<file path="src/mtb_pkg.sv">
package mtb_pkg;

  // Time base and burst figures.
  localparam int unsigned CLK_PERIOD_PS   = 5000;
  localparam int unsigned TICK_TIME_NS    = 1000;
  localparam int unsigned TICK_CYCLES     =
    (TICK_TIME_NS * 1000) / CLK_PERIOD_PS;
  localparam int unsigned SUBTICK_DIV     = 64;
  localparam int unsigned SUBTICK_W       = 6;
  localparam int unsigned TICK_W          = 26;
  localparam int unsigned JITTER_LIMIT_NS = 500;
  localparam int unsigned STAMP_SCALE     = 4;
  localparam int unsigned MIN_INFO_BYTES  = 6;
  localparam int unsigned PRESC_W         = 16;
  localparam int unsigned SLOT_W          = 16;
  localparam int unsigned BYTE_W          = 16;
  localparam int unsigned CODE_W          = 4;

  // Profile code used by grouped contention slots.
  localparam logic [3:0] REQ_INTERVAL_CODE = 4'h1;

  // Physical layer type encodings.
  typedef enum logic [1:0] {
    MTB_PHY_BURST_TDD  = 2'h0,
    MTB_PHY_BURST_FDD  = 2'h1,
    MTB_PHY_CONTINUOUS = 2'h2
  } mtb_phy_t;

  // Burst description from the scheduler.
  typedef struct packed {
    logic [15:0] slots;
    logic [15:0] slots_per_block;
    logic [15:0] block_bytes;
    logic [15:0] parity_bytes;
    logic [15:0] bytes_per_slot;
    logic [3:0]  profile_code;
    logic        contention;
  } mtb_burst_req_t;

  // Allocation result and map entry.
  typedef struct packed {
    logic [15:0] start_slot;
    logic [15:0] slots;
    logic [3:0]  profile_code;
    logic [15:0] whole_blocks;
    logic [15:0] rem_slots;
    logic [15:0] short_payload;
    logic        shortened;
  } mtb_map_entry_t;

endpackage

</file>
<file path="src/mtb_burst_split.sv">
`timescale 1ns/1ps
// Divides a burst into whole FEC blocks and a remainder by repeated
// subtraction, one step per clock, so no wide divider is needed.
module mtb_burst_split (
  // Clock and reset
  input  wire logic                   clock_in,
  input  wire logic                   reset_in,
  // Request
  input  wire logic                   start_in,
  input  wire mtb_pkg::mtb_burst_req_t req_in,
  // Result
  output logic                        busy_out,
  output logic                        done_out,
  output logic                        ok_out,
  output logic [15:0]                 blocks_out,
  output logic [15:0]                 rem_out,
  output logic [15:0]                 payload_out
);

  typedef enum logic [2:0] {
    MTB_S_IDLE = 3'b001,
    MTB_S_DIV  = 3'b010,
    MTB_S_FIN  = 3'b100
  } mtb_split_state_t;

  mtb_split_state_t        state_reg;
  mtb_pkg::mtb_burst_req_t req_reg;
  logic [15:0]             left_reg;
  logic [15:0]             blocks_reg;
  logic [31:0]             rem_bytes;

  assign busy_out  = (state_reg != MTB_S_IDLE);
  assign rem_bytes = left_reg * req_reg.bytes_per_slot;

  always_ff @(posedge clock_in) begin
    if (reset_in) begin
      state_reg  <= MTB_S_IDLE;
      req_reg    <= '0;
      left_reg   <= 16'h0000;
      blocks_reg <= 16'h0000;
    end else begin
      unique case (state_reg)
        MTB_S_IDLE: begin
          if (start_in) begin
            req_reg    <= req_in;
            left_reg   <= req_in.slots;
            blocks_reg <= 16'h0000;
            state_reg  <= MTB_S_DIV;
          end
        end
        MTB_S_DIV: begin
          // p = k*n + j by subtraction.
          if (req_reg.slots_per_block != 16'h0000 &&
              left_reg >= req_reg.slots_per_block) begin
            left_reg   <= left_reg - req_reg.slots_per_block;
            blocks_reg <= blocks_reg + 16'h0001;
          end else begin
            state_reg <= MTB_S_FIN;
          end
        end
        MTB_S_FIN: state_reg <= MTB_S_IDLE;
      endcase
    end
  end

  always_ff @(posedge clock_in) begin
    if (reset_in) begin
      done_out    <= 1'b0;
      ok_out      <= 1'b0;
      blocks_out  <= 16'h0000;
      rem_out     <= 16'h0000;
      payload_out <= 16'h0000;
    end else begin
      done_out <= (state_reg == MTB_S_FIN);
      if (state_reg == MTB_S_FIN) begin
        blocks_out  <= blocks_reg;
        rem_out     <= left_reg;
        payload_out <= (rem_bytes[15:0] > req_reg.parity_bytes) ?
                       rem_bytes[15:0] - req_reg.parity_bytes : 16'h0000;
        // Both zero refused; a short block must beat parity and
        // keep the least information bytes.
        ok_out <= !(blocks_reg == 16'h0000 && left_reg == 16'h0000) &&
                  (left_reg == 16'h0000 ||
                   (rem_bytes[15:0] > req_reg.parity_bytes &&
                    (rem_bytes[15:0] - req_reg.parity_bytes) >=
                    16'(mtb_pkg::MIN_INFO_BYTES)));
      end
    end
  end

  AST_SPLIT_DONE: assert property (@(posedge clock_in)
    disable iff (reset_in)
    state_reg == MTB_S_FIN |=> done_out)
    else $error("Split did not finish.");

  AST_SPLIT_NONZERO: assert property (@(posedge clock_in)
    disable iff (reset_in)
    done_out && ok_out |-> (blocks_out != 16'h0000 || rem_out != 16'h0000))
    else $error("Empty split accepted.");

endmodule

</file>
<file path="src/mtb_timebase.sv">
`timescale 1ns/1ps
module mtb_timebase #(
  parameter int unsigned DIV_DEFAULT = 10
) (
  // Clock and reset
  input  wire logic                    clock_in,
  input  wire logic                    reset_in,
  // Configuration
  input  wire logic [15:0]             slot_div_in,
  input  wire mtb_pkg::mtb_phy_t       phy_type_in,
  input  wire logic [15:0]             frame_slots_in,
  input  wire logic [15:0]             tx_to_rx_gap_in,
  input  wire logic [15:0]             rx_to_tx_gap_in,
  // Allocation requests
  input  wire logic                    alloc_valid_in,
  input  wire mtb_pkg::mtb_burst_req_t alloc_req_in,
  output logic                         alloc_ready_out,
  // Uplink processing progress
  input  wire logic                    ack_valid_in,
  input  wire logic [15:0]             ack_slot_in,
  // Map output
  output logic                         map_valid_out,
  output mtb_pkg::mtb_map_entry_t      map_entry_out,
  output logic                         alloc_error_out,
  // Time base
  output logic [25:0]                  tick_count_out,
  output logic [5:0]                   subtick_out,
  output logic [15:0]                  slot_count_out,
  output logic [31:0]                  timestamp_out,
  output logic [15:0]                  ack_time_out,
  output logic [1:0]                   phy_type_out,
  // Frame timing
  output logic                         frame_start_out,
  output logic                         preamble_out,
  output logic                         tx_to_rx_gap_out,
  output logic                         rx_to_tx_gap_out
);

  localparam int unsigned SUB_CYC =
    (mtb_pkg::TICK_CYCLES / mtb_pkg::SUBTICK_DIV) > 0 ?
    (mtb_pkg::TICK_CYCLES / mtb_pkg::SUBTICK_DIV) : 1;
  localparam logic [7:0] SUB_LAST = 8'(SUB_CYC - 1);
  localparam logic [15:0] DIV_DEF = 16'(DIV_DEFAULT);

  logic [7:0]  sub_cyc_reg;
  logic [5:0]  subtick_reg;
  logic [25:0] tick_reg;
  logic [15:0] presc_reg;
  logic [15:0] slot_reg;
  logic [15:0] div_reg;
  logic [15:0] frame_pos_reg;
  logic [15:0] ack_reg;
  logic [15:0] next_start_reg;
  logic        tick_pulse;
  logic        slot_pulse;
  logic        sub_pulse;
  logic        burst_mode;
  logic        split_busy;
  logic        split_done;
  logic        split_ok;
  logic [15:0] split_blocks;
  logic [15:0] split_rem;
  logic [15:0] split_payload;
  logic        split_start;
  mtb_pkg::mtb_burst_req_t req_reg;

  // Sub-tick cycles do not divide evenly at this clock; the final
  // sub-tick absorbs the leftover cycles so that the tick stays exact.
  assign sub_pulse  = (sub_cyc_reg == SUB_LAST) && (subtick_reg != 6'h3F);
  assign tick_pulse = (sub_cyc_reg >= 8'(mtb_pkg::TICK_CYCLES -
                       SUB_CYC * (mtb_pkg::SUBTICK_DIV - 1) - 1)) &&
                      (subtick_reg == 6'h3F);
  assign slot_pulse = tick_pulse && (presc_reg == div_reg - 16'h0001);
  assign burst_mode = (phy_type_in != mtb_pkg::MTB_PHY_CONTINUOUS);

  always_ff @(posedge clock_in) begin
    if (reset_in) begin
      sub_cyc_reg <= 8'h00;
      subtick_reg <= 6'h00;
    end else if (sub_pulse || tick_pulse) begin
      sub_cyc_reg <= 8'h00;
      subtick_reg <= subtick_reg + 6'h01;
    end else begin
      sub_cyc_reg <= sub_cyc_reg + 8'h01;
    end
  end

  always_ff @(posedge clock_in) begin
    if (reset_in) begin
      tick_reg <= 26'h0000000;
    end else if (tick_pulse) begin
      tick_reg <= tick_reg + 26'h0000001;
    end
  end

  // Divisor is taken at slot boundaries only, so a write mid-slot
  // cannot leave the prescaler beyond its terminal count.
  always_ff @(posedge clock_in) begin
    if (reset_in) begin
      div_reg <= DIV_DEF;
    end else if (tick_pulse && presc_reg == div_reg - 16'h0001) begin
      div_reg <= (slot_div_in == 16'h0000) ? 16'h0001 :
                 slot_div_in;
    end
  end

  always_ff @(posedge clock_in) begin
    if (reset_in) begin
      presc_reg <= 16'h0000;
      slot_reg  <= 16'h0000;
    end else if (tick_pulse) begin
      if (presc_reg >= div_reg - 16'h0001) begin
        presc_reg <= 16'h0000;
        slot_reg  <= slot_reg + 16'h0001;
      end else begin
        presc_reg <= presc_reg + 16'h0001;
      end
    end
  end

  // Frame position in mini-slots; gaps and preamble fall on slot edges.
  always_ff @(posedge clock_in) begin
    if (reset_in) begin
      frame_pos_reg <= 16'h0000;
    end else if (slot_pulse) begin
      if (frame_pos_reg >= frame_slots_in - 16'h0001) begin
        frame_pos_reg <= 16'h0000;
      end else begin
        frame_pos_reg <= frame_pos_reg + 16'h0001;
      end
    end
  end

  always_ff @(posedge clock_in) begin
    if (reset_in) begin
      frame_start_out  <= 1'b0;
      preamble_out     <= 1'b0;
      tx_to_rx_gap_out <= 1'b0;
      rx_to_tx_gap_out <= 1'b0;
    end else begin
      frame_start_out <= burst_mode && slot_pulse &&
                         frame_pos_reg >= frame_slots_in - 16'h0001;
      if (slot_pulse) begin
        preamble_out <= burst_mode &&
                        frame_pos_reg >= frame_slots_in - 16'h0001;
        // Gaps occupy whole slots at the frame end in TDD.
        tx_to_rx_gap_out <= (phy_type_in == mtb_pkg::MTB_PHY_BURST_TDD) &&
          frame_pos_reg + 16'h0001 >= frame_slots_in - rx_to_tx_gap_in -
          tx_to_rx_gap_in &&
          frame_pos_reg + 16'h0001 < frame_slots_in - rx_to_tx_gap_in;
        rx_to_tx_gap_out <= (phy_type_in == mtb_pkg::MTB_PHY_BURST_TDD) &&
          frame_pos_reg + 16'h0001 >= frame_slots_in - rx_to_tx_gap_in &&
          frame_pos_reg + 16'h0001 < frame_slots_in;
      end
    end
  end

  // Timestamp is tick and sub-tick straight from the counters, with no
  // allowance for later media stages.
  always_ff @(posedge clock_in) begin
    if (reset_in) begin
      tick_count_out <= 26'h0000000;
      subtick_out    <= 6'h00;
      slot_count_out <= 16'h0000;
      timestamp_out  <= 32'h00000000;
      phy_type_out   <= 2'h0;
    end else begin
      tick_count_out <= tick_reg;
      subtick_out    <= subtick_reg;
      slot_count_out <= slot_reg;
      timestamp_out  <= {tick_reg, subtick_reg};
      phy_type_out   <= phy_type_in;
    end
  end

  always_ff @(posedge clock_in) begin
    if (reset_in) begin
      ack_reg <= 16'h0000;
    end else if (ack_valid_in && ack_slot_in > ack_reg) begin
      ack_reg <= ack_slot_in;
    end
  end
  assign ack_time_out = ack_reg;

  assign alloc_ready_out = !split_busy && !split_done && !map_valid_out;
  assign split_start     = alloc_valid_in && alloc_ready_out;

  always_ff @(posedge clock_in) begin
    if (reset_in) begin
      req_reg <= '0;
    end else if (split_start) begin
      req_reg <= alloc_req_in;
      if (alloc_req_in.contention) begin
        req_reg.profile_code <= mtb_pkg::REQ_INTERVAL_CODE;
      end
    end
  end

  mtb_burst_split u_split (
    .clock_in    (clock_in),
    .reset_in    (reset_in),
    .start_in    (split_start),
    .req_in      (alloc_req_in),
    .busy_out    (split_busy),
    .done_out    (split_done),
    .ok_out      (split_ok),
    .blocks_out  (split_blocks),
    .rem_out     (split_rem),
    .payload_out (split_payload)
  );

  // Entries are issued in request order, each starting where the last
  // ended or at the current slot if that is later, so the map is always in time order.
  always_ff @(posedge clock_in) begin
    if (reset_in) begin
      map_valid_out   <= 1'b0;
      map_entry_out   <= '0;
      alloc_error_out <= 1'b0;
      next_start_reg  <= 16'h0000;
    end else begin
      map_valid_out   <= split_done && split_ok;
      alloc_error_out <= split_done && !split_ok;
      if (split_done && split_ok) begin
        map_entry_out.start_slot    <= (next_start_reg > slot_reg) ?
                                       next_start_reg : slot_reg;
        map_entry_out.slots         <= req_reg.slots;
        map_entry_out.profile_code  <= req_reg.profile_code;
        map_entry_out.whole_blocks  <= split_blocks;
        map_entry_out.rem_slots     <= split_rem;
        map_entry_out.short_payload <= split_payload;
        map_entry_out.shortened     <= (split_rem != 16'h0000);
        next_start_reg <= ((next_start_reg > slot_reg) ?
                           next_start_reg : slot_reg) + req_reg.slots;
      end
    end
  end

  AST_TICK_ADVANCE: assert property (@(posedge clock_in)
    disable iff (reset_in)
    tick_pulse |=> tick_reg == $past(tick_reg) + 26'h0000001)
    else $error("Tick counter did not advance.");

  AST_SLOT_ON_WRAP: assert property (@(posedge clock_in)
    disable iff (reset_in)
    !tick_pulse |=> slot_reg == $past(slot_reg))
    else $error("Slot count moved without a tick.");

  AST_PRESC_RANGE: assert property (@(posedge clock_in)
    disable iff (reset_in)
    presc_reg < div_reg)
    else $error("Prescaler beyond divisor.");

  AST_CONTENTION_CODE: assert property (@(posedge clock_in)
    disable iff (reset_in)
    split_start && alloc_req_in.contention |=>
    req_reg.profile_code == mtb_pkg::REQ_INTERVAL_CODE)
    else $error("Contention burst lost its profile code.");

  AST_MAP_ORDER: assert property (@(posedge clock_in)
    disable iff (reset_in)
    map_valid_out |-> next_start_reg ==
    map_entry_out.start_slot + map_entry_out.slots)
    else $error("Map entry out of time order.");

  AST_PREAMBLE_FRAME: assert property (@(posedge clock_in)
    disable iff (reset_in)
    frame_start_out |-> preamble_out)
    else $error("Frame started without preamble.");

  AST_ACK_MONO: assert property (@(posedge clock_in)
    disable iff (reset_in)
    ack_time_out >= $past(ack_time_out))
    else $error("Ack time went backwards.");

  AST_GAP_SLOT_EDGE: assert property (@(posedge clock_in)
    disable iff (reset_in)
    $rose(rx_to_tx_gap_out) |-> $past(slot_pulse))
    else $error("Gap began off a slot edge.");

endmodule

</file>
<file path="config.mk">
export PLATFORM = sky130hd
export DESIGN_NAME = mtb_timebase
export DESIGN_NICKNAME = d
export VERILOG_FILES = /design/src/mtb_pkg.sv /design/src/mtb_burst_split.sv /design/src/mtb_timebase.sv
export SDC_FILE = /design/constraint.sdc
export NUM_CORES = 1
export LEC_CHECK = 0
export BUFFER_PORTS_ARGS = -buffer_cell sky130_fd_sc_hd__buf_2
export CELL_PAD_IN_SITES_DETAIL_PLACEMENT = 1
export CELL_PAD_IN_SITES_GLOBAL_PLACEMENT = 2
export CORE_MARGIN = 2
export CORE_UTILIZATION = 29
export DETAILED_ROUTE_END_ITERATION = 8
export PLACE_DENSITY = 0.79
export REMOVE_ABC_BUFFERS = 1
export SYNTH_ARGS = -nofsm -noshare
export SYNTH_HDL_FRONTEND = slang
export SYNTH_SLANG_ARGS = --single-unit
</file>
<file path="constraint.sdc">
create_clock -name clock_in -period 7 [get_ports clock_in]
set_clock_uncertainty 0.15 [all_clocks]
set_input_delay 0.7 -clock clock_in [delete_from_list [all_inputs] [get_ports clock_in]]
set_output_delay 0.7 -clock clock_in [all_outputs]
set_load 0.005 [all_outputs]
</file>
==> results of run 1 <==
==> placed cells by master (no fill, tap or decap), types with 23 or more instances in the layout <==
cell type  count
a211oi_1      23
a21o_1        44
a21oi_1      288
and2_1        89
and3_1        35
buf_2        343
buf_4         80
clkbuf_16     54
dfxtp_1      414
fa_1          82
ha_1         243
inv_1        274
nand2_1      545
nand3_1       83
nand4_1       48
nor2_1       247
nor2b_1       57
nor3_1        61
nor4_1        40
o21a_1        29
o21ai_0       59
xnor2_1      115
xor2_1        87
==> worst paths after layout <==
kind / startpoint / end / slack [ns] / depth (start not counted)
setup / recovery: u_split.left_reg[7] / u_split.payload_out[4] / 0.21 / 27
hold / removal: slot_div_in[3] / div_reg[3] / 0.14 / 3
setup reg to reg: u_split.left_reg[7] / u_split.payload_out[4] / 0.21 / 27
hold reg to reg: map_entry_out[31] / map_entry_out[31] / 0.30 / 2
==> worst min-delay path, stage by stage <==
cell,delay [ns]
buf_2,0.09
nand2_1,0.05
nand3b_1,0.07
==> cell usage after synthesis (all sizes together), types with 51 or more instances <==
cell type / instances / area, sq um
dfxtp: 430 / 8608
and2: 99 / 619.4
xnor2: 118 / 1033
inv: 279 / 1047
nor2: 248 / 930.9
o21ai: 62 / 310.3
ha: 249 / 3115
nand3: 84 / 420.4
buf: 51 / 324.1
xor2: 87 / 762.0
nand2: 547 / 2053
nor2b: 57 / 356.6
a21oi: 292 / 1465
clkbuf: 128 / 480.5
nor3: 62 / 310.3
fa: 85 / 1702
==> report_power, final <==
group | leakage (nW) | internal [mW] | switching (mW)
combinational | 9.83 | 0.976 | 1.35
clock | 0.856 | 1.63 | 1.19
sequential | 3.49 | 2.54 | 0.116
==> kinds of logic after synthesis <==
family	share of synthesized area [%]
AND/OR/NAND/NOR	22.59
buffers and inverters	6.849
flip-flops	31.84
XOR/XNOR	6.724
AO/OA/AOI/OAI	12.61
adder cells (fa/ha/maj)	17.82
multiplexers	1.569
==> final cells by class <==
type	instances	area [sq um]
inverters	279	1047
repair buffers	431	2446
well taps	1243	1555
diodes	1	2.502
clock buffers	71	1505
fillers	11090	59830
multi-input cells	2451	16770
clock inverters	26	275.3
flip-flops and latches	430	8653
==> what timing repair did <==
item | CTS | global route
endpoints found under the hold margin | 0 | 0
hold buffers | 0 | 0
gates cloned | 0 | 0
endpoints found under the setup margin | 17 | 17
gates resized for setup | 8 | 58
pin swaps | 4 | 44
==> per-layer routing <==
metal	vias to the layer above	GRT usage [%]	part of all wire (%)
met5	-	0	0.014
met4	2	5.091	2.7
met3	104	2.712	4.1
met2	370	27.72	43
met1	11320	24.64	50
li1	11760	-	-
==> stage by stage <==
step           cell area (sq um)  hold slack [ns]
5_1_grt                    32250           0.1245
3_5_place_dp               30270           0.2952
4_1_cts                    32070          0.09006
6_report                   32250           0.1442
2_1_floorplan              26230           0.2760
3_3_place_gp               30270           0.2856
==> metrics.log, run 1 <==
INFO  metric crit_path_top_delay_cell = fa_1
INFO  metric layout-drive-gt1-share = around 17%
INFO  metric drcViolationCount = 0
INFO  metric drv_cap = 0
INFO  metric antenna_violating_nets_post_route = 0
INFO  metric timing.final.ws_setup = 0.2070 ns
INFO  metric timing_worst_slew_pin_value = 0.9796 ns
INFO  metric die-area = 95,690 sq um
INFO  metric max_slew_margin = around a third
INFO  metric gp_congestion = ~0.84
INFO  metric fp.dieW = roughly 310 microns
INFO  metric crit_path_max_fanout = 5
INFO  metric gr-total-overflow = 0
INFO  metric detailedPlace.worstSlack = -0.1612 ns
INFO  metric cts.htree.levels = 2
INFO  metric end_kind = flip-flop
INFO  metric grt_antenna_before_repair = 2
INFO  metric finish.cell_count_without_fillers = a little under 5,000
INFO  metric outcome = complete, no violations
INFO  metric grt_pass1_vias = 23,890
INFO  metric fin_nets = 4,152
INFO  metric die_h = around 310 microns
INFO  metric number_of_synthesized_flops_with_an_enable_pin = 0
INFO  metric post_cts_repair_setup_buffers = 0
INFO  metric synth_seq_area_share = 31.84%
INFO  metric place.port_buffers = ~340
INFO  metric timing_worst_setup_path_type = flip-flop to flip-flop
INFO  metric via_per_inst = approximately 4.8
INFO  metric areaGrowthSynthToFinish = 19.28%
INFO  metric ir_drop = between 200 and 250 uV
INFO  metric setup_total_negative_slack = 0 ns
INFO  metric floorplan.core_area = a little over 90,000 sq um
INFO  metric drt_pre_antenna_iters = 5
INFO  metric ys_async_sr_fraction = 0%
INFO  metric clock.fmax = roughly 0.15 GHz
INFO  metric grt_use_total = between 10% and 20%
INFO  metric arrival = ~7 ns
INFO  metric largest_net_degree_at_the_start_of_global_routing = 150
INFO  metric first_iter_violations = just over 1,000
INFO  metric grt_first_pass_wirelength = ~130,000 microns
INFO  metric numClockSinks = between 400 and 500
INFO  metric timing.critical_path.max_delay_family = adder cells
INFO  metric crit_top_cell = fa_1
INFO  metric timing.final.hold_violations = 0
INFO  metric syn_area = 27,040 sq um
INFO  metric power.static_leakage = 14.17 nW
INFO  metric detailedPlacementHpwl = roughly 66,000 microns
INFO  metric top_level_ports = 361
INFO  metric cts-root-buf = clkbuf_16
INFO  metric yosysWarnings = 0
INFO  metric cts.path.max_buffers = 3
INFO  metric timing.final.max_slew_violations = 0
INFO  metric worst_ep_required_time = 7.40 ns
INFO  metric synth.distinct_cells = 71
INFO  metric clock_latency = 0.64 ns
INFO  metric worst_path_largest_cell_delay = ~0.58 ns
INFO  metric worstPathBufferInverterCount = 6
INFO  metric min_path_type = primary input to flip-flop
INFO  metric grt_setup_unrepaired = true
INFO  metric synthesis.area_per_instance = 8.098 sq um
INFO  metric finalWorstPathRequiredPeriod = 6.793 ns
INFO  metric yosys_register_bits = between 400 and 500
INFO  metric path_clk_slew = 0.06 ns
INFO  metric synth-main-ff-cell = dfxtp_1
INFO  metric postSynthCellCount = between 3,000 and 4,000
INFO  metric clock_tree_from_tritoncts = yes
INFO  metric largest_reg_flops = 85
INFO  metric power_per_cell_area = between 200 and 250 nW/um^2
INFO  metric utilization = between 30% and 40%
INFO  metric total_power = roughly 8 mW
INFO  metric std_cell_rows = about 110
INFO  metric min_period_over_period = 97.04%
INFO  metric routed_wl = approximately 85,000 microns
INFO  metric cts_buffers = between 50 and 60
INFO  metric setup_violations = 0
INFO  metric dpl.cell_count = 4,835
INFO  metric crit_path_start_kind = flip-flop
INFO  metric initial_utilization = 29.36%
INFO  metric num_vias = roughly 24,000
INFO  metric avgRoutedWirePerCell = between 15 and 20 microns
Power figures use the tool's default switching activity.
==> inputs of run 2 (changes only) <==
- CORE_MARGIN: 2 -> default
==> run 2 against run 1 <==
  * Count of clock-buffer cells in the layout shrank 2
  * Cell count about the same
  * Register-to-register slack got worse by 0.02 ns
  * Utilization increased by 0.086 points
  * Sequential share of layout area barely moved
  * Flip-flop and latch count unchanged
  * Via count hardly changed
  * Maximum frequency fell by 0.35%
  * Die area shrank 1.3%
  * Global-route usage about the same
  * Clock power grew 2%
  * Sequential power about the same
==> metrics.log, run 2 (synthesis gave the netlist of run 1 again) <==
INFO  metric largest_reg_flops = 85
INFO  metric routed_wl = 84,070 microns
INFO  metric fin_nets = roughly 4,200
INFO  metric detailedPlace.worstSlack = -0.07963 ns
INFO  metric layout-drive-gt1-share = between 10% and 20%
INFO  metric drv_cap = 0
INFO  metric place.port_buffers = 344
INFO  metric arrival = 7.22 ns
INFO  metric layout.cells.most_common_list = nand2_1 (545), dfxtp_1 (416), buf_2 (343), a21oi_1 (290), inv_1 (275)
INFO  metric cts.path.max_buffers = 3
INFO  metric drt_pre_antenna_iters = 5
INFO  metric min_period_over_period = a little under 100%
INFO  metric crit_path_start_kind = flip-flop
INFO  metric r2r-start = u_split.left_reg[6]
INFO  metric grt_first_pass_wirelength = about 130,000 microns
INFO  metric cts-root-buf = clkbuf_16
INFO  metric grt_use_total = 17.59%
INFO  metric post_cts_hold_buffer_count = 0
INFO  metric numClockSinks = 430
INFO  metric largest_net_degree_at_the_start_of_global_routing = 177
INFO  metric via_per_inst = about 4.8
INFO  metric timing.final.max_slew_violations = 0
INFO  metric setup_violations = 0
INFO  metric first_iter_violations = 1,005
INFO  metric gr-total-overflow = 0
INFO  metric end_kind = flip-flop
INFO  metric clock_latency = about 0.64 ns
INFO  metric min_path_type = primary input to flip-flop
INFO  metric areaGrowthSynthToFinish = 19.39%
INFO  metric crit_path_max_fanout = 11
INFO  metric grt_antenna_before_repair = 3
INFO  metric outcome = complete, no violations
INFO  metric std_cell_rows = roughly 110
INFO  metric timing.final.hold_violations = 0
INFO  metric antenna_cells = 0
INFO  metric utilization = between 30% and 40%
INFO  metric cts.htree.levels = 2
INFO  metric grt_pass1_vias = ~24,000
INFO  metric fp.dieW = approximately 310 microns
INFO  metric clock.fmax = between 0.1 and 0.15 GHz
INFO  metric top_level_ports = about 360
INFO  metric floorplan.core_area = 91,940 sq um
INFO  metric worst_ep_required_time = 7.41 ns
INFO  metric cts_buffers = 52
INFO  metric layout_commonest_cell = nand2_1
INFO  metric power.static_leakage = about 14 nW
INFO  metric avgRoutedWirePerCell = 17.04 microns
INFO  metric ir_drop = about 170 uV
INFO  metric clock_tree_from_tritoncts = yes
INFO  metric finalWorstPathRequiredPeriod = approximately 6.8 ns
INFO  metric gp_congestion = 0.8471
INFO  metric timing_worst_slew_pin_value = around 1.0 ns
INFO  metric path_clk_slew = 0.06 ns
INFO  metric num_vias = 23,580
INFO  metric die-area = 94,460 sq um
INFO  metric max_slew_margin = between 30 and 40%
INFO  metric power_per_cell_area = about 240 nW/um^2
INFO  metric die_h = about 310 microns
INFO  metric critPathLaunch = u_split.left_reg[6]
INFO  metric timing.final.ws_setup = around 0.18 ns
INFO  metric timing_worst_setup_path_type = flip-flop to flip-flop
INFO  metric antenna_violating_nets_post_route = 0
INFO  metric detailedPlacementHpwl = roughly 65,000 microns
INFO  metric hp-start = slot_div_in[1]
INFO  metric initial_utilization = between 20% and 30%
INFO  metric grt_setup_unrepaired = true
INFO  metric drcViolationCount = 0
run 2: changes by cell type in the layout (fill, tap and decap cells not counted), moves of 3 or more:
cell / before / now
and2_4: 8 / 3
clkinv_4: 6 / 3
and2_1: 89 / 94
clkinv_2: 7 / 10
run 2: worst max-delay path, cell delays in order (launching register included):
cell and delay (ns):
dfxtp_1 0.33, buf_4 0.19, and2_1 0.18, fa_1 0.47, inv_1 0.05, fa_1 0.44, fa_2 0.43, fa_1 0.49
inv_1 0.06, fa_1 0.52, inv_1 0.05, fa_1 0.54, inv_1 0.07, ha_4 0.27, nand3_1 0.09, nand2_1 0.06
a41o_1 0.22, o41a_1 0.42, xnor2_2 0.16, ha_1 0.30, nand2_1 0.06, nor3_2 0.21, a221oi_2 0.09, a41oi_2 0.24
inv_2 0.07, buf_6 0.12, or3_1 0.34, a21oi_1 0.12
run 2: per-stage QoR:
stage | instance area, sq um | cells | hold slack (ns) | power (mW) | TNS (ns)
after floorplan | 26230 | 3160 | 0.2760 | 4.120 | -0.3866
after global placement | 30270 | 4836 | 0.2837 | 4.921 | -0.2256
after detailed placement | 30270 | 4836 | 0.2895 | 4.956 | -0.3402
after CTS | 32100 | 4933 | 0.07330 | 7.911 | 0
after global routing | 32280 | 4934 | 0.1227 | 8.336 | -0.08644
final | 32280 | 4934 | 0.1365 | 7.843 | 0
run 2: cell type report:
| type | instances | area (sq um) |
|---|---|---|
| Fill cell | 11140 | 59660 |
| Clock inverter | 28 | 334.1 |
| Timing Repair Buffer | 434 | 2476 |
| Sequential cell | 430 | 8648 |
| Multi-Input combinational cell | 2451 | 16730 |
| Clock buffer | 69 | 1486 |
| Tap cell | 1243 | 1555 |
| Inverter | 279 | 1047 |
run 2: layer usage:
layer  up-vias  global-route usage, %  wire [microns]  part of all wire (%)
met5         -                      0               8                0.0095
met4         2                  5.102            2040                   2.4
met3       102                  2.705            3358                   4.0
met2       365                  27.69           36730                    44
met1     11340                  24.67           41930                    50
li1      11770                      -               -                     -
run 2: report_power, final:
| part | internal [mW] | switching, mW | leakage [nW] |
|---|---|---|---|
| Clock | 1.69 | 1.20 | 0.878 |
| Combinational | 0.992 | 1.32 | 9.83 |
| Sequential | 2.54 | 0.112 | 3.49 |
| Total | 5.22 | 2.63 | 14.2 |
run 2: final timing paths:
path	to	slack, ns	depth (start not counted)
worst min-delay path	div_reg[1]	0.14	3
worst min register to register	preamble_out	0.30	1
worst max register to register	u_split.payload_out[12]	0.18	27
worst max-delay path	u_split.payload_out[12]	0.18	27
run 2: what timing repair did:
action                     CTS  global route
pin swaps                    1            34
setup endpoints to repair   11            17
setup buffers                0             1
gates resized for setup      4            55
==> inputs of run 3 (changes only) <==
- ABC_AREA: default -> 1
- MAX_ROUTING_LAYER: default -> met4
- PLACE_DENSITY: 0.79 -> 0.82
- RECOVER_POWER: default -> 50
==> run 3 against run 2 <==
  * The run now ends with max-capacitance violations, max-slew violations left
  * Die area increased by 6.4%
  * Cell count grew 14%
  * Design area increased by 3.6%
  * First-iteration DRC count increased by 25%
  * Critical path depth grew 2
  * Global-route usage grew 1.4 points
  * Hold slack improved by 0.033 ns
  * Largest cell class unchanged
  * Largest power group unchanged
  * Highest routed layer is now met4
==> metrics.log, run 3 <==
INFO  metric postSynthCellCount = 4,049
INFO  metric yosysTopAreaCellShare = 29.90%
INFO  metric clock_tree_from_tritoncts = yes
INFO  metric maxUsedRoutingLayer = met4
INFO  metric timing_worst_slew_pin_value = 3.644 ns
INFO  metric clock_latency = around 0.64 ns
INFO  metric initial_utilization = 29.26%
INFO  metric place.port_buffers = approximately 340
INFO  metric r2r-start = u_split.left_reg[5]
INFO  metric via_per_inst = roughly 4.7
INFO  metric synth-main-ff-cell = dfxtp_1
INFO  metric first_iter_violations = around 1,300
INFO  metric filler_cell_count = approximately 12,000
INFO  metric max_slew_margin = -143.0%
INFO  metric drt_pre_antenna_iters = 5
INFO  metric clock.fmax = between 0.15 and 0.2 GHz
INFO  metric synth_seq_area_share = roughly 30%
INFO  metric timing.final.hold_violations = 0
INFO  metric timing.final.ws_setup = ~0.34 ns
INFO  metric numClockSinks = 430
INFO  metric largest_reg_flops = between 80 and 90
INFO  metric crit_path_top_delay_cell = fa_1
INFO  metric gr-total-overflow = 0
INFO  metric crit_path_start_kind = flip-flop
INFO  metric worst_min_delay_path_endpoint = u_split.req_reg[7]
INFO  metric worst_ep_required_time = between 7 and 8 ns
INFO  metric ff2ff_path_depth = 29
INFO  metric fin_nets = 4,826
INFO  metric layout-drive-gt1-share = 10.00%
INFO  metric synthTopCellsByArea = dfxtp_1 (30%), ha_1 (11%), nand2_1 (10%), inv_1 (8.3%), a21oi_1 (6.6%)
INFO  metric cts-root-buf = clkbuf_16
INFO  metric ys_top_cells_by_count = nand2_1 (799), inv_1 (638), dfxtp_1 (430)
INFO  metric yosysWarnings = 0
INFO  metric std_cell_rows = about 120
INFO  metric power.combinational.fraction = roughly a third
INFO  metric grt_use_total = roughly a fifth
INFO  metric post_cts_hold_buffer_count = 0
INFO  metric syn_area = approximately 29,000 sq um
INFO  metric utilization = around 34%
INFO  metric crit_top_cell = fa_1
INFO  metric hp-start = alloc_req_in[7]
INFO  metric gp_congestion = approximately 0.83
INFO  metric number_of_synthesized_flops_with_an_enable_pin = 0
INFO  metric ff2ff_setup_slack = between 0.3 and 0.4 ns
INFO  metric worst_path_largest_cell_delay = between 0.5 and 0.6 ns
INFO  metric layout_commonest_cell = nand2_1
INFO  metric fp.dieW = around 320 microns
INFO  metric finalWorstPathRequiredPeriod = 6.658 ns
INFO  metric power.share.clock = approximately a third
INFO  metric min_path_type = primary input to flip-flop
INFO  metric synth.distinct_cells = 63
INFO  metric outcome = finished, violations left
INFO  metric top_level_ports = around 360
INFO  metric grt_pass1_vias = 26,870
INFO  metric die_h = approximately 320 microns
INFO  metric min_period_over_period = a little over nine tenths
INFO  metric die-area = ~100,000 sq um
INFO  metric ys_async_sr_fraction = 0%
INFO  metric met2RoutedLength = 43,040 microns
INFO  metric swShare = a little under two fifths
INFO  metric synthesis.area_per_instance = between 7 and 8 sq um
INFO  metric power_per_cell_area = roughly 240 nW/um^2
INFO  metric arrival = between 6 and 7 ns
INFO  metric drcViolationCount = 0
INFO  metric post-synth-top-count-cell = nand2_1
INFO  metric floorplan.core_area = slightly below 100,000 sq um
INFO  metric cts.path.max_buffers = 3
INFO  metric drv_cap = 3
INFO  metric wl_met3 = 3607 microns
INFO  metric path_clk_slew = 0.06 ns
INFO  metric detailedPlacementHpwl = between 70,000 and 80,000 microns
INFO  metric num_vias = 26,570
INFO  metric cts.htree.levels = 2
INFO  metric whs_path_depth = 3
INFO  metric wirelength_met1 = between 40,000 and 50,000 microns
INFO  metric cts_buffers = 52
INFO  metric detailedPlace.worstSlack = -0.08646 ns
INFO  metric ir_drop = a little under 200 uV
INFO  metric timing_worst_setup_path_type = flip-flop to flip-flop
INFO  metric grt_antenna_before_repair = 5
INFO  metric areaGrowthSynthToFinish = 16.16%
INFO  metric power.net_switching = 2.988 mW
INFO  metric r2r-end = u_split.payload_out[7]
INFO  metric largest_net_degree_at_the_start_of_global_routing = 114
INFO  metric total_power = a little over 8 mW
INFO  metric setup_violations = 0
INFO  metric p_seq_share = between 30 and 40%
INFO  metric layout.cells.most_common_list = nand2_1 (796), inv_1 (638), dfxtp_1 (418), nor2_1 (399), a21oi_1 (375)
INFO  metric yosys_register_bits = 430
INFO  metric violations = max-capacitance violations, max-slew violations
INFO  metric grt_first_pass_wirelength = 146,000 microns
INFO  metric synth_largest_area_cell = dfxtp_1
INFO  metric antenna_violating_nets_post_route = 0
INFO  metric avgRoutedWirePerCell = ~17 microns
INFO  metric finalHoldWorstSlack = 0.1698 ns
INFO  metric power.static_leakage = between 15 and 20 nW
INFO  metric end_kind = flip-flop
INFO  metric crit_path_max_fanout = 10
INFO  metric timing.final.max_slew_violations = around 170
INFO  metric p_int = between 5 and 6 mW
INFO  metric routed_wl = around 95,000 microns
-- run 3: worst max-delay path, delay by kind of cell (launching register included) --
kind / cells / cell delay, ns
AOI/OAI and AO/OA: 4 / 0.59
adders and majority gates: 8 / 3.82
buffers and inverters: 9 / 0.91
DFF: 1 / 0.35
and+or+nand+nor: 8 / 0.66
-- run 3: cell families after synthesis --
| group | share of synthesized area [%] |
|---|---|
| buffers and inverters | 11.62 |
| flip-flops | 29.90 |
| AO/OA/AOI/OAI | 13.34 |
| adder cells (fa/ha/maj) | 16.73 |
| AND/OR/NAND/NOR | 23.46 |
| XOR/XNOR | 4.958 |
-- run 3: what timing repair did --
| item | in CTS | in global routing |
|---|---|---|
| gates resized for setup | 2 | 35 |
| setup buffers | 0 | 3 |
| endpoints found under the setup margin | 1 | 17 |
| pin swaps | 0 | 7 |
-- run 3: power by group through the flow --
stage,clock (mW),sequential (mW),combinational [mW]
global placement,0,2.73,2.50
global route,3.05,2.69,2.94
CTS,2.95,2.68,2.57
floorplan,0,2.70,1.68
detailed placement,0,2.73,2.55
finish,2.85,2.68,2.60
-- run 3: layout make-up --
cell class	count	area, sq um	share of cell area (%)
Multi-Input combinational cell	2785	17000	50.81
Sequential cell	430	8628	25.80
Inverter	653	2465	7.369
Clock buffer	70	1449	4.332
Clock inverter	22	340.3	1.017
Tap cell	1287	1610	4.814
Antenna cell	3	7.507	0.02244
Timing Repair Buffer	399	1953	5.839
-- run 3: worst max path at each step --
stage | startpoint | endpoint | slack (ns)
2_1_floorplan | u_split.left_reg[6] | u_split.payload_out[6] | 0.76
3_3_place_gp | u_split.left_reg[3] | u_split.ok_out | 0.06
3_5_place_dp | u_split.left_reg[3] | u_split.ok_out | -0.09
4_1_cts | u_split.left_reg[4] | u_split.ok_out | 0.05
5_1_grt | u_split.left_reg[4] | u_split.payload_out[6] | -0.04
6_report | u_split.left_reg[5] | u_split.payload_out[7] | 0.34
-- run 3: layer usage --
metal	vias up	GRT usage, %
li1	13420	-
met1	12690	24.55
met2	355	30.68
met3	106	2.765
met4	0	5.002
met5	-	-
-- run 3: metrics by stage --
stage	TNS, ns	instances	instance area [sq um]
floorplan	0	3868	27910
global placement	0	5551	31690
detailed placement	-0.08646	5551	31690
CTS	0	5643	33490
global route	-0.1771	5649	33450
finish	0	5649	33450
